<file path="config.mk">
export PLATFORM = sky130hd
export DESIGN_NAME = srs_sequencer
export DESIGN_NICKNAME = d
export VERILOG_FILES = /design/src/core/srs_pkg.sv /design/src/core/srs_sequencer.sv
export SDC_FILE = /design/constraint.sdc
export NUM_CORES = 1
export LEC_CHECK = 0
export BUFFER_PORTS_ARGS = -buffer_cell sky130_fd_sc_hd__buf_2
export CORE_MARGIN = 4
export CORE_UTILIZATION = 54
export DETAILED_ROUTE_END_ITERATION = 10
export PLACE_DENSITY = 0.9
export SYNTH_ARGS = -nofsm -noshare
export SYNTH_HDL_FRONTEND = slang
export SYNTH_SLANG_ARGS = --single-unit
</file>
<file path="constraint.sdc">
create_clock -name clk -period 2.31 [get_ports clk]
set_input_delay 0.1155 -clock clk [delete_from_list [all_inputs] [get_ports clk]]
set_output_delay 0.1155 -clock clk [all_outputs]
set_load 0.05 [all_outputs]
</file>
<file path="src/core/srs_pkg.sv">
`default_nettype none

package srs_pkg;

  // Register byte offsets
  localparam logic [7:0] SWITCH_CONTROL_OFS  = 8'h00;
  localparam logic [7:0] SWITCH_STATUS_OFS   = 8'h04;
  localparam logic [7:0] SMBUS_STATUS_OFS    = 8'h08;
  localparam logic [7:0] EEPROM_INTF_OFS     = 8'h0C;
  localparam logic [7:0] PHY_LINK_STATE_OFS  = 8'h10;

  // Switch control field positions
  localparam int CTL_FUND_RESET_BIT  = 0;
  localparam int CTL_HOT_RESET_BIT   = 1;
  localparam int CTL_RESET_HALT_BIT  = 2;
  localparam int CTL_LD_HOT_RESET_REQUEST_BIT_DIS_BIT = 3;
  // Switch status field positions
  localparam int STS_RESET_HALT_BIT  = 0;
  // SMBus status field positions
  localparam int SMB_DONE_BIT        = 0;
  localparam int SMB_ERR_BIT         = 1;
  // Phy link state field position
  localparam int PHY_RETRAIN_BIT     = 0;

  // Boot mode encoding for reset plus EEPROM load
  localparam logic [2:0] MODE_EEPROM_INIT = 3'h1;

  // Timing figures and derived cycle counts at 10 MHz
  localparam int CLK_HZ         = 10000000;
  localparam int TRAIN_MS       = 20;
  localparam int CFG_READY_MS   = 100;
  localparam int TRAIN_CYC      = TRAIN_MS * (CLK_HZ / 1000);
  localparam int CFG_READY_CYC  = CFG_READY_MS * (CLK_HZ / 1000);

  // Reset values
  localparam logic [31:0] CTL_RESET_VAL = 32'h0000_0000;

  // Sequencer states
  typedef enum logic [2:0] {
    SRS_IDLE   = 3'b000,
    SRS_TRAIN  = 3'b001,
    SRS_QUASI  = 3'b010,
    SRS_LOAD   = 3'b011,
    SRS_HALT   = 3'b100,
    SRS_NORMAL = 3'b101
  } srs_state_e;

  // One EEPROM register write from the loader
  typedef struct packed {
    logic        valid;
    logic [7:0]  addr;
    logic [31:0] data;
  } srs_ee_wr_s;

  // Incoming transaction class from the stacks
  typedef struct packed {
    logic valid;
    logic is_cfg;
  } srs_req_s;

endpackage

`default_nettype wire

</file>
<file path="src/core/srs_sequencer.sv">
// The address map and register access over AXI4-Lite are this design's own decisions.
`timescale 1ns/100ps
`default_nettype none

module srs_sequencer #(
  parameter int PORTS     = 4,
  parameter int TRAIN_CYC = srs_pkg::TRAIN_CYC,
  parameter int CFG_CYC   = srs_pkg::CFG_READY_CYC
) (
  input  wire logic              clk,
  input  wire logic              rst,
  // AXI4-Lite slave
  input  wire logic [7:0]        s_axi_awaddr,
  input  wire logic              s_axi_awvalid,
  output logic                   s_axi_awready,
  input  wire logic [31:0]       s_axi_wdata,
  input  wire logic [3:0]        s_axi_wstrb,
  input  wire logic              s_axi_wvalid,
  output logic                   s_axi_wready,
  output logic [1:0]             s_axi_bresp,
  output logic                   s_axi_bvalid,
  input  wire logic              s_axi_bready,
  input  wire logic [7:0]        s_axi_araddr,
  input  wire logic              s_axi_arvalid,
  output logic                   s_axi_arready,
  output logic [31:0]            s_axi_rdata,
  output logic [1:0]             s_axi_rresp,
  output logic                   s_axi_rvalid,
  input  wire logic              s_axi_rready,
  // Pins
  input  wire logic              fundamental_reset_input_n,
  input  wire logic              reset_halt_pin,
  input  wire logic [2:0]        boot_operating_mode,
  // Link side events, same clock
  input  wire logic              up_ts1_hot_reset,
  input  wire logic              up_dl_down,
  input  wire srs_pkg::srs_req_s stack_req,
  // EEPROM loader, same clock
  input  wire srs_pkg::srs_ee_wr_s ee_wr,
  input  wire logic              ee_last,
  input  wire logic              ee_error,
  input  wire logic [7:0]        ee_err_code,
  // Outputs
  output logic                   link_train_en,
  output logic [PORTS-1:0]       port_retrain,
  output logic                   ee_load_start,
  output logic                   cfg_retry_cpl,
  output logic                   req_drop,
  output logic                   core_reset,
  output logic                   hot_reset_start,
  output logic [PORTS-1:0]       gpio_out,
  output logic [PORTS-1:0]       gpio_oe
);

  ////////////////////////////////////////////////////////////////////////////
  // Pin synchronisers

  // Three stages; a reset or halt pin change counts when stages two and three agree
  logic [2:0] perst_s_q;
  logic [2:0] halt_s_q;
  logic [2:0] mode_s1_q, mode_s2_q, mode_s3_q;
  logic       perst_n_q;   // Filtered reset pin level
  logic       halt_pin_q;  // Filtered halt pin level

  always_ff @(posedge clk) begin
    if (rst) begin
      perst_s_q  <= 3'h0;
      halt_s_q   <= 3'h0;
      mode_s1_q  <= 3'h0;
      mode_s2_q  <= 3'h0;
      mode_s3_q  <= 3'h0;
    end else begin
      perst_s_q  <= {perst_s_q[1:0], fundamental_reset_input_n};
      halt_s_q   <= {halt_s_q[1:0], reset_halt_pin};
      mode_s1_q  <= boot_operating_mode;
      mode_s2_q  <= mode_s1_q;
      mode_s3_q  <= mode_s2_q;
    end
  end

  // Agreement filters
  always_ff @(posedge clk) begin
    if (rst) begin
      perst_n_q  <= 1'b0;
      halt_pin_q <= 1'b0;
    end else begin
      if (perst_s_q[1] == perst_s_q[2]) begin
        perst_n_q <= perst_s_q[2];
      end
      if (halt_s_q[1] == halt_s_q[2]) begin
        halt_pin_q <= halt_s_q[2];
      end
    end
  end

  ////////////////////////////////////////////////////////////////////////////
  // Register bus

  logic        aw_hold_q, w_hold_q;   // Address or data accepted
  logic [7:0]  aw_addr_q;
  logic [31:0] w_data_q;
  logic [3:0]  w_strb_q;
  logic        bus_wr;                // Both halves present
  logic [31:0] ctl_q;                 // Switch control register
  logic        sts_halt_q;            // Status halt flag
  logic        smb_done_q, smb_err_q;
  logic [7:0]  smb_code_q;
  logic [31:0] eeintf_q;              // EEPROM interface register
  logic [PORTS-1:0] phy_q;            // Retrain bits, self clearing
  logic        fundamental_reset_request_bit_wr, hot_reset_request_bit_wr;      // Reset request strobes
  logic        cpl_pend_q;            // Reset waits on write response

  assign bus_wr = aw_hold_q && w_hold_q && !s_axi_bvalid;

  // Write address and data taken independently
  always_ff @(posedge clk) begin
    if (rst) begin
      aw_hold_q     <= 1'b0;
      w_hold_q      <= 1'b0;
      aw_addr_q     <= 8'h00;
      w_data_q      <= 32'h0000_0000;
      w_strb_q      <= 4'h0;
      s_axi_awready <= 1'b0;
      s_axi_wready  <= 1'b0;
      s_axi_bvalid  <= 1'b0;
      s_axi_bresp   <= 2'h0;
    end else begin
      s_axi_awready <= !aw_hold_q && !s_axi_awready;
      s_axi_wready  <= !w_hold_q && !s_axi_wready;
      if (s_axi_awvalid && s_axi_awready) begin
        aw_hold_q <= 1'b1;
        aw_addr_q <= s_axi_awaddr;
        s_axi_awready <= 1'b0;
      end
      if (s_axi_wvalid && s_axi_wready) begin
        w_hold_q <= 1'b1;
        w_data_q <= s_axi_wdata;
        w_strb_q <= s_axi_wstrb;
        s_axi_wready <= 1'b0;
      end
      if (bus_wr) begin
        aw_hold_q    <= 1'b0;
        w_hold_q     <= 1'b0;
        s_axi_bvalid <= 1'b1;
        // Offsets above PHY_LINK_STATE_OFS answer with SLVERR
        s_axi_bresp  <= (aw_addr_q > srs_pkg::PHY_LINK_STATE_OFS) ?
                        2'h2 : 2'h0;
      end else if (s_axi_bvalid && s_axi_bready) begin
        s_axi_bvalid <= 1'b0;
      end
    end
  end

  // Fundamental reset bit acts only after the write response is taken, hot reset bit at once
  assign fundamental_reset_request_bit_wr = bus_wr && aw_addr_q == srs_pkg::SWITCH_CONTROL_OFS &&
                   w_strb_q[0] && w_data_q[srs_pkg::CTL_FUND_RESET_BIT];
  assign hot_reset_request_bit_wr = bus_wr && aw_addr_q == srs_pkg::SWITCH_CONTROL_OFS &&
                   w_strb_q[0] && w_data_q[srs_pkg::CTL_HOT_RESET_BIT];

  ////////////////////////////////////////////////////////////////////////////
  // Sequencer

  srs_pkg::srs_state_e state_q;
  logic [31:0] cnt_q;         // Time since reset cleared
  logic [2:0]  mode_q;        // Sampled boot mode
  logic        perst_prev_q;  // Edge detect on filtered pin
  logic        fundamental_reset_request_bit_pend_q;   // Register reset awaiting response
  logic        warm_q;        // Warm reset from register, high only for its one IDLE cycle
  logic        halt_set;      // Loader error sets halt

  assign halt_set = state_q == srs_pkg::SRS_LOAD && ee_error;

  // Main reset walk
  always_ff @(posedge clk) begin
    if (rst) begin
      state_q      <= srs_pkg::SRS_IDLE;
      cnt_q        <= 32'h0000_0000;
      mode_q       <= 3'h0;
      perst_prev_q <= 1'b0;
      warm_q       <= 1'b0;
    end else begin
      perst_prev_q <= perst_n_q;
      if (state_q != srs_pkg::SRS_IDLE &&
          cnt_q != 32'hFFFF_FFFF) begin
        cnt_q <= cnt_q + 32'h0000_0001;
      end
      if (!perst_n_q) begin
        state_q <= srs_pkg::SRS_IDLE;
        warm_q  <= 1'b0;
      end else if (cpl_pend_q && s_axi_bvalid && s_axi_bready) begin
        warm_q  <= 1'b1;
        state_q <= srs_pkg::SRS_IDLE;
      end else begin
        case (state_q)
          srs_pkg::SRS_IDLE: begin
            // Sample mode only on pin release
            if (!perst_prev_q) begin
              mode_q <= mode_s3_q;
            end
            cnt_q   <= 32'h0000_0000;
            warm_q  <= 1'b0;
            state_q <= srs_pkg::SRS_TRAIN;
          end
          srs_pkg::SRS_TRAIN: begin
            // Training starts at once, well under the limit
            if (cnt_q >= 32'(TRAIN_CYC / 2)) begin
              state_q <= srs_pkg::SRS_QUASI;
            end
          end
          srs_pkg::SRS_QUASI: begin
            if (mode_q == srs_pkg::MODE_EEPROM_INIT) begin
              state_q <= srs_pkg::SRS_LOAD;
            end else begin
              state_q <= srs_pkg::SRS_HALT;
            end
          end
          srs_pkg::SRS_LOAD: begin
            if (ee_error || ee_last) begin
              state_q <= srs_pkg::SRS_HALT;
            end
          end
          srs_pkg::SRS_HALT: begin
            // Held until the agent clears halt
            if (!ctl_q[srs_pkg::CTL_RESET_HALT_BIT]) begin
              state_q <= srs_pkg::SRS_NORMAL;
            end
          end
          srs_pkg::SRS_NORMAL: begin
            state_q <= srs_pkg::SRS_NORMAL;
          end
          default: begin
            state_q <= srs_pkg::SRS_IDLE;
          end
        endcase
      end
    end
  end

  ////////////////////////////////////////////////////////////////////////////
  // Registers

  // Control, one-shot reset bits never stored
  always_ff @(posedge clk) begin
    if (rst) begin
      ctl_q      <= srs_pkg::CTL_RESET_VAL;
      cpl_pend_q <= 1'b0;
      eeintf_q   <= 32'h0000_0000;
    end else begin
      if (bus_wr && aw_addr_q == srs_pkg::SWITCH_CONTROL_OFS &&
          w_strb_q[0]) begin
        ctl_q[srs_pkg::CTL_RESET_HALT_BIT]  <=
          w_data_q[srs_pkg::CTL_RESET_HALT_BIT];
        ctl_q[srs_pkg::CTL_LD_HOT_RESET_REQUEST_BIT_DIS_BIT] <=
          w_data_q[srs_pkg::CTL_LD_HOT_RESET_REQUEST_BIT_DIS_BIT];
      end
      if (halt_set) begin
        ctl_q[srs_pkg::CTL_RESET_HALT_BIT] <= 1'b1;
      end
      ctl_q[srs_pkg::CTL_FUND_RESET_BIT] <= 1'b0;
      ctl_q[srs_pkg::CTL_HOT_RESET_BIT]  <= 1'b0;
      if (fundamental_reset_request_bit_wr) begin
        cpl_pend_q <= 1'b1;
      end else if (s_axi_bvalid && s_axi_bready) begin
        cpl_pend_q <= 1'b0;
      end
      // Reachable in every state, halt included
      if (bus_wr && aw_addr_q == srs_pkg::EEPROM_INTF_OFS) begin
        eeintf_q <= w_data_q;
      end
    end
  end

  // Status and SMBus flags, set wins over clear
  always_ff @(posedge clk) begin
    if (rst) begin
      sts_halt_q <= 1'b0;
      smb_done_q <= 1'b0;
      smb_err_q  <= 1'b0;
      smb_code_q <= 8'h00;
    end else begin
      if (bus_wr && aw_addr_q == srs_pkg::SMBUS_STATUS_OFS &&
          w_data_q[srs_pkg::SMB_DONE_BIT]) begin
        smb_done_q <= 1'b0;
        smb_err_q  <= 1'b0;
      end
      if (state_q == srs_pkg::SRS_TRAIN && halt_pin_q) begin
        sts_halt_q <= 1'b1;
      end
      if (state_q == srs_pkg::SRS_LOAD && (ee_error || ee_last)) begin
        smb_done_q <= 1'b1;
      end
      if (halt_set) begin
        smb_err_q  <= 1'b1;
        smb_code_q <= ee_err_code;
      end
    end
  end

  ////////////////////////////////////////////////////////////////////////////
  // Side effects and outputs

  // Retrain bit set the cycle after the loader write, port_retrain one cycle later
  always_ff @(posedge clk) begin
    if (rst) begin
      phy_q <= '0;
    end else begin
      phy_q <= '0;
      for (int i = 0; i < PORTS; i++) begin
        if (state_q == srs_pkg::SRS_LOAD && ee_wr.valid &&
            ee_wr.addr == 8'(srs_pkg::PHY_LINK_STATE_OFS + 4 * i) &&
            ee_wr.data[srs_pkg::PHY_RETRAIN_BIT]) begin
          phy_q[i] <= 1'b1;
        end
      end
    end
  end

  // Hot reset triggers, link-down one maskable
  always_ff @(posedge clk) begin
    if (rst) begin
      hot_reset_start <= 1'b0;
    end else begin
      hot_reset_start <= up_ts1_hot_reset || hot_reset_request_bit_wr ||
        (up_dl_down && !ctl_q[srs_pkg::CTL_LD_HOT_RESET_REQUEST_BIT_DIS_BIT]);
    end
  end

  // Stack responses during quasi-reset
  always_ff @(posedge clk) begin
    if (rst) begin
      cfg_retry_cpl <= 1'b0;
      req_drop      <= 1'b0;
    end else begin
      cfg_retry_cpl <= stack_req.valid && stack_req.is_cfg &&
                       state_q != srs_pkg::SRS_NORMAL &&
                       state_q != srs_pkg::SRS_IDLE;
      req_drop      <= stack_req.valid && !stack_req.is_cfg &&
                       state_q != srs_pkg::SRS_NORMAL;
    end
  end

  // Other level outputs
  always_ff @(posedge clk) begin
    if (rst) begin
      link_train_en <= 1'b0;
      port_retrain  <= '0;
      ee_load_start <= 1'b0;
      core_reset    <= 1'b1;
      gpio_out      <= '0;
      gpio_oe       <= '0;
    end else begin
      link_train_en <= state_q != srs_pkg::SRS_IDLE;
      port_retrain  <= phy_q;
      ee_load_start <= state_q == srs_pkg::SRS_QUASI &&
                       mode_q == srs_pkg::MODE_EEPROM_INIT;
      core_reset    <= state_q != srs_pkg::SRS_NORMAL;
      gpio_out      <= '0;
      // Downstream reset pins stay inputs after reset
      gpio_oe       <= '0;
    end
  end

  ////////////////////////////////////////////////////////////////////////////
  // Read channel

  always_ff @(posedge clk) begin
    if (rst) begin
      s_axi_arready <= 1'b0;
      s_axi_rvalid  <= 1'b0;
      s_axi_rdata   <= 32'h0000_0000;
      s_axi_rresp   <= 2'h0;
    end else begin
      s_axi_arready <= !s_axi_rvalid && !s_axi_arready;
      if (s_axi_arvalid && s_axi_arready) begin
        s_axi_arready <= 1'b0;
        s_axi_rvalid  <= 1'b1;
        s_axi_rresp   <= 2'h0;
        case (s_axi_araddr)
          srs_pkg::SWITCH_CONTROL_OFS: s_axi_rdata <= ctl_q;
          srs_pkg::SWITCH_STATUS_OFS:
            s_axi_rdata <= {28'h0, 1'b0, state_q == srs_pkg::SRS_NORMAL,
                            warm_q, sts_halt_q};
          srs_pkg::SMBUS_STATUS_OFS:
            s_axi_rdata <= {16'h0, smb_code_q, 6'h0, smb_err_q, smb_done_q};
          srs_pkg::EEPROM_INTF_OFS: s_axi_rdata <= eeintf_q;
          srs_pkg::PHY_LINK_STATE_OFS: s_axi_rdata <= 32'h0000_0000;
          default: begin
            s_axi_rdata <= 32'h0000_0000;
            s_axi_rresp <= 2'h2;
          end
        endcase
      end else if (s_axi_rvalid && s_axi_rready) begin
        s_axi_rvalid <= 1'b0;
      end
    end
  end

endmodule
`default_nettype wire

</file>
Word level (Yosys, flattened, before mapping)
Cells that the tools add are included.
Storage, ports and cells
  flip-flop bits (word level): 203
  input bits: 119
  logic and storage cells: 170
Operators by class
  add/sub/neg operators: 1
  $lt $le $gt $ge: 2
  equality and inequality tests: 23
  mux-type cells: 28
  bitwise operators: 3
  reduce and logical (&&, ||, !) cells: 71
Operators with widths (number)
  two-way mux 32 bit: 4
  one-hot mux 32 bit (4 select lines): 1
  equality test 8 x 5 -> 1 bit (second input constant): 5
  logical AND 1 bit: 39
  adder 32 x 1 -> 32 bit (second input constant): 1
  equality test 8 x 4 -> 1 bit (second input constant): 4
  >= comparator 32 x 17 -> 1 bit (second input constant): 1
  inequality test 32 bit (second input constant): 1
  one-hot mux 3 bit (6 select lines): 1
  logical NOT 8 bit: 2
  two-way mux 1 bit: 15
  nonzero test 2 bit: 7
  two-way mux 3 bit: 4
  OR reduction 2 bit: 5
  logical NOT 1 bit: 9
  equality test 8 x 3 -> 1 bit (second input constant): 1
  greater-than comparator 8 x 5 -> 1 bit (second input constant): 1
  equality test 3 x 1 -> 1 bit (second input constant): 2
  equality test 3 x 2 -> 1 bit (second input constant): 2
  equality test 3 bit (second input constant): 2
  two-way mux 2 bit: 3
  OR reduction 5 bit: 1
  inequality test 2 bit (second input constant): 2
  AND reduction 4 bit: 1
  9 further kinds: 14

Logic depth before layout (Yosys ltp)
  depth in word-level cells: 7
  mapped depth: 8
  mapped depth without buffers: 6

Worst setup path before layout
OpenSTA, ideal clock, no wires.
  path kind: reg-to-reg
  start: reg s_axi_bvalid
  end: reg cnt_q[28]
  arrival: 2.062 ns
  data required time: 2.250 ns
  path slack: 0.188 ns
  cell stages (with the launch flop): 7
  buffers on the path: 1
  clock period less this slack: 2.122 ns
  path through: dfxtp_1 -> nand3_1 -> a31o_2 -> clkbuf_1 -> nor2_1 -> or4b_2 -> nand2_1
On the way
  longest elaborated chain between the ends: 4
RTL lines
  start, declared: RTL line srs_sequencer.sv:21  | output logic s_axi_bvalid,
  start signal, assigned: RTL line srs_sequencer.sv:125  | s_axi_bvalid <= 1'b0;
  start signal, assigned: RTL line srs_sequencer.sv:144  | s_axi_bvalid <= 1'b1;
  start signal, assigned: RTL line srs_sequencer.sv:149  | s_axi_bvalid <= 1'b0;
  logical AND 1 bit (2 in a row): RTL line srs_sequencer.sv:190  | end else if (cpl_pend_q && s_axi_bvalid && s_axi_bready) begin
  two-way mux 32 bit: RTL line srs_sequencer.sv:190
  two-way mux 32 bit: RTL line srs_sequencer.sv:187  | if (!perst_n_q) begin
  end signal, assigned: RTL line srs_sequencer.sv:185  | cnt_q <= cnt_q + 32'h0000_0001;
  end, declared: RTL line srs_sequencer.sv:164  | logic [31:0] cnt_q;
Every way passes these cells.
A chain may end at the register's enable or synchronous reset.

Worst setup path after layout
  start: reg cnt_q[6]
  end: reg cnt_q[29]
On the way
  longest elaborated chain between the ends: 6
  elaborated cells between the ends (all ways): 7
  those cells by class: 1 x add/sub; 1 x eq/ne; 4 x mux; 1 x reduce/logical
RTL lines
  branches (longest 2 deep; another with adder 32 x 1 -> 32 bit)
  two-way mux 32 bit *: RTL line srs_sequencer.sv:183  | if (state_q != srs_pkg::SRS_IDLE &&
  two-way mux 32 bit: RTL line srs_sequencer.sv:194  | case (state_q)
  two-way mux 32 bit: RTL line srs_sequencer.sv:190
  two-way mux 32 bit *: RTL line srs_sequencer.sv:187
Mark *: on every way between the ends.

==> results.toml <==
[critical_path]
crit_required_ns = 2.69
cpMaxStageDelayCell = "or4_4"
end_kind = "register"
cpMostUsedCell = "or4_4"
start_kind = "register"
path_cells = "nand3_2 > or4_4 > or4_4 > or4_1 > nand2_1"
cp_max_fo = 6
cp_slowest_stage_delay_ns = 0.54
cp_data_arrival_time_ns = 2.50
worst-path-buf-inv = 0
path_class = "reg -> reg"
cp_top_family = "simple AND/OR/NAND/NOR gates"

[sta]
fin_crit_ns = 2.122
fin_crit_sh_pct = 91.87
rsz0062_at_grt = "no"
relSlewSlack_pct = 63.14
final_hold_viol_count = 0
final_max_slew_viol_count = 0
fmax_mhz = 471.2
skew_ns = 0.007430
final-setup-viol-count = 0
setup_tns_ns = 0
worst_slew_pin_slew_ns = 0.5528

[cells_and_area]
multi_input_area_mm2 = 0.003491
layout-drive-gt1-share_pct = 18.58
n_fill_cell = 990
n_antenna_cell = 0
finalNetCount = 1222
area_growth_pct = 26.66
seq_area_mm2 = 0.003984

[global_routing]
antenna_found_initial = 1
grt_overflow = 0
grt_usage_pct = 26.18
grt_pass1_vias = 7152
grt_pass1_wl_um = 34550
grt_start_max_net_pins = 59

[power_and_ir_drop]
p_int_mw = 5.429
powerDensity_mw_per_mm2 = 717.1
p_leak_nw = 3.798
ir_drop_uv = 528.4
p_seq_share_pct = 50.0
swShare_pct = 23.04
power_frac_comb_pct = 6.6
pwr-share-clk_pct = 43.5
power.switching_mw = 1.626
power.total_mw = 7.055

[outcome]
status = "finished clean"

[worst_hold_path]
hold_path.class = "in -> reg"

[clocking]
cts_inserted_buffers = 17
ctsLongestPathBuffers = 2
clkTransAtPathRegs_ns = 0.07
cts.sink_count = 199
cts_setup_buffers = 0
clk_latency_ns = 0.43
cts_root_buf = "clkbuf_16"
htree_levels = 4
cts_tree = "done"

[placement]
numPortBuffers = 133
gp_routability_congestion = 0.9329
dpl.hpwl_um = 12710

[floorplanning]
coreArea_mm2 = 0.01399
initial_core_util_pct = 55.52
rows = 43
die-area_mm2 = 0.01636
die_x_um = 127.9
ios = 178
die-height_um = 127.9

[synthesis]
synthTopCellsByArea = "dfxtp_1 51%, nand2_1 9.2%, a21oi_1 7.5%, nor2_1 3.3%, clkbuf_1 2.5%"
synth_most_common_cell = "dfxtp_1"
synth.cell_area_mm2 = 0.007766
synth_seq_cells = 199
postSynthCellCount = 922
synth.distinct_cells = 57
synth-async-reset-ratio_pct = 0
synthDominantCellAreaShare_pct = 51.30
yosysSeqAreaShare_pct = 51.30
yosys.area.top_type = "dfxtp_1"
synth_commonest_cells = "199 x dfxtp_1, 190 x nand2_1, 116 x a21oi_1"
synth.avg_cell_area_um2 = 8.423
synth_edf_count = 0
yosys_warnings = 0
synth_ff_type = "dfxtp_1"

[routing]
drcViolationCount = 0
num_vias = 7458
avgViaCountPerCell = 5.764
drt_iter0_markers = 639
wirelength_um = 21580
wl_per_cell_um = 16.68
ant_nets = 0
drt-pass1-iter-count = 7

[run]
maxCapViolations = 0
[power by group through the flow]
stage	combinational, mW	clock (mW)	sequential [mW]
final	0.464	3.07	3.52
after CTS	0.450	3.09	3.52
after global placement	0.360	0	3.60
after detailed placement	0.365	0	3.60
after global routing	0.500	3.23	3.53
after floorplan	0.217	0	3.62
[worst min-delay path, stage by stage]
cell and delay, ns:
buf_2 0.10, nand4_1 0.13, nor3_1 0.06
[kinds of logic (layout without fill, tap and decap cells)]
family	count (synthesis)	count (layout)	synth area share, %
and+or+nand+nor	421	421	26.05
DFF	199	199	51.30
AOI/OAI and AO/OA	196	196	14.77
buffers and inverters	78	261	4.334
muxes	19	19	2.497
xor gates and xnor gates	6	6	0.6768
adders and majority gates	2	2	0.3222
other	1	10	0.04829
[cell usage in the layout, fill, tap and decap left out, types with 20 or more instances in the layout]
master,netlist,final
a21oi_1,116,116
nand2_1,190,190
a22oi_1,24,24
nor2_1,68,68
nand3_1,24,24
nor2b_1,22,22
dfxtp_1,199,199
buf_2,5,132
nor3_1,22,20
buf_4,10,27
o21ai_0,21,21
dlygate4sd3_1,0,63
[flip-flops by register name, indices dropped and copies added (netlist names), 3 cells and up]
register      flops
cnt_q            32
mode_q            3
halt_s_q          3
smb_code_q        8
phy_q             4
port_retrain      4
eeintf_q         32
mode_s3_q         3
perst_s_q         3
w_data_q         32
mode_s2_q         3
mode_s1_q         3
s_axi_rdata      32
aw_addr_q         8
state_q           3
[timing repair]
action                                  4_1_cts  5_1_grt
endpoints found under the setup margin        0        1
resized for setup                             0        2
hold buffers                                 63        0
hold endpoints to repair                     63        0
[cell type report]
type                            instances  share of cell area [%]
Clock buffer                           20                   4.541
Clock inverter                         12                   1.730
Inverter                                7                  0.2671
Multi-Input combinational cell        654                   35.49
Sequential cell                       199                   40.50
Tap cell                              180                   2.289
Timing Repair Buffer                  222                   15.19
[per-layer routing]
metal / global-route usage [%] / share of wire [%]
met1: 31.50 / 39
met2: 43.31 / 49
met3: 6.417 / 7.3
met4: 13.80 / 4.5
met5: 0 / 0.060
[final timing paths]
path	startpoint	cells past startpoint	end	slack, ns
worst min-delay path	ee_wr[40]	3	phy_q[2]	0.02
worst max register to register	cnt_q[6]	5	cnt_q[29]	0.19
worst min register to register	mode_s2_q[0]	1	mode_s3_q[0]	0.44
worst max-delay path	cnt_q[6]	5	cnt_q[29]	0.19
[metrics by stage]
step	util (%)	worst slack (ns)	cells	cell area, µm²	hold slack (ns)
floorplan	-	0.1877	931	7800	0.1874
global placement	61.36	0.2378	1199	8583	0.2949
detailed placement	61.36	0.1857	1199	8583	0.2992
CTS	70.28	0.04722	1294	9831	0.003966
global route	70.32	0.04747	1294	9837	0.02774
finish	70.32	0.1877	1294	9837	0.02336
(Power assumes the default switching activity.)
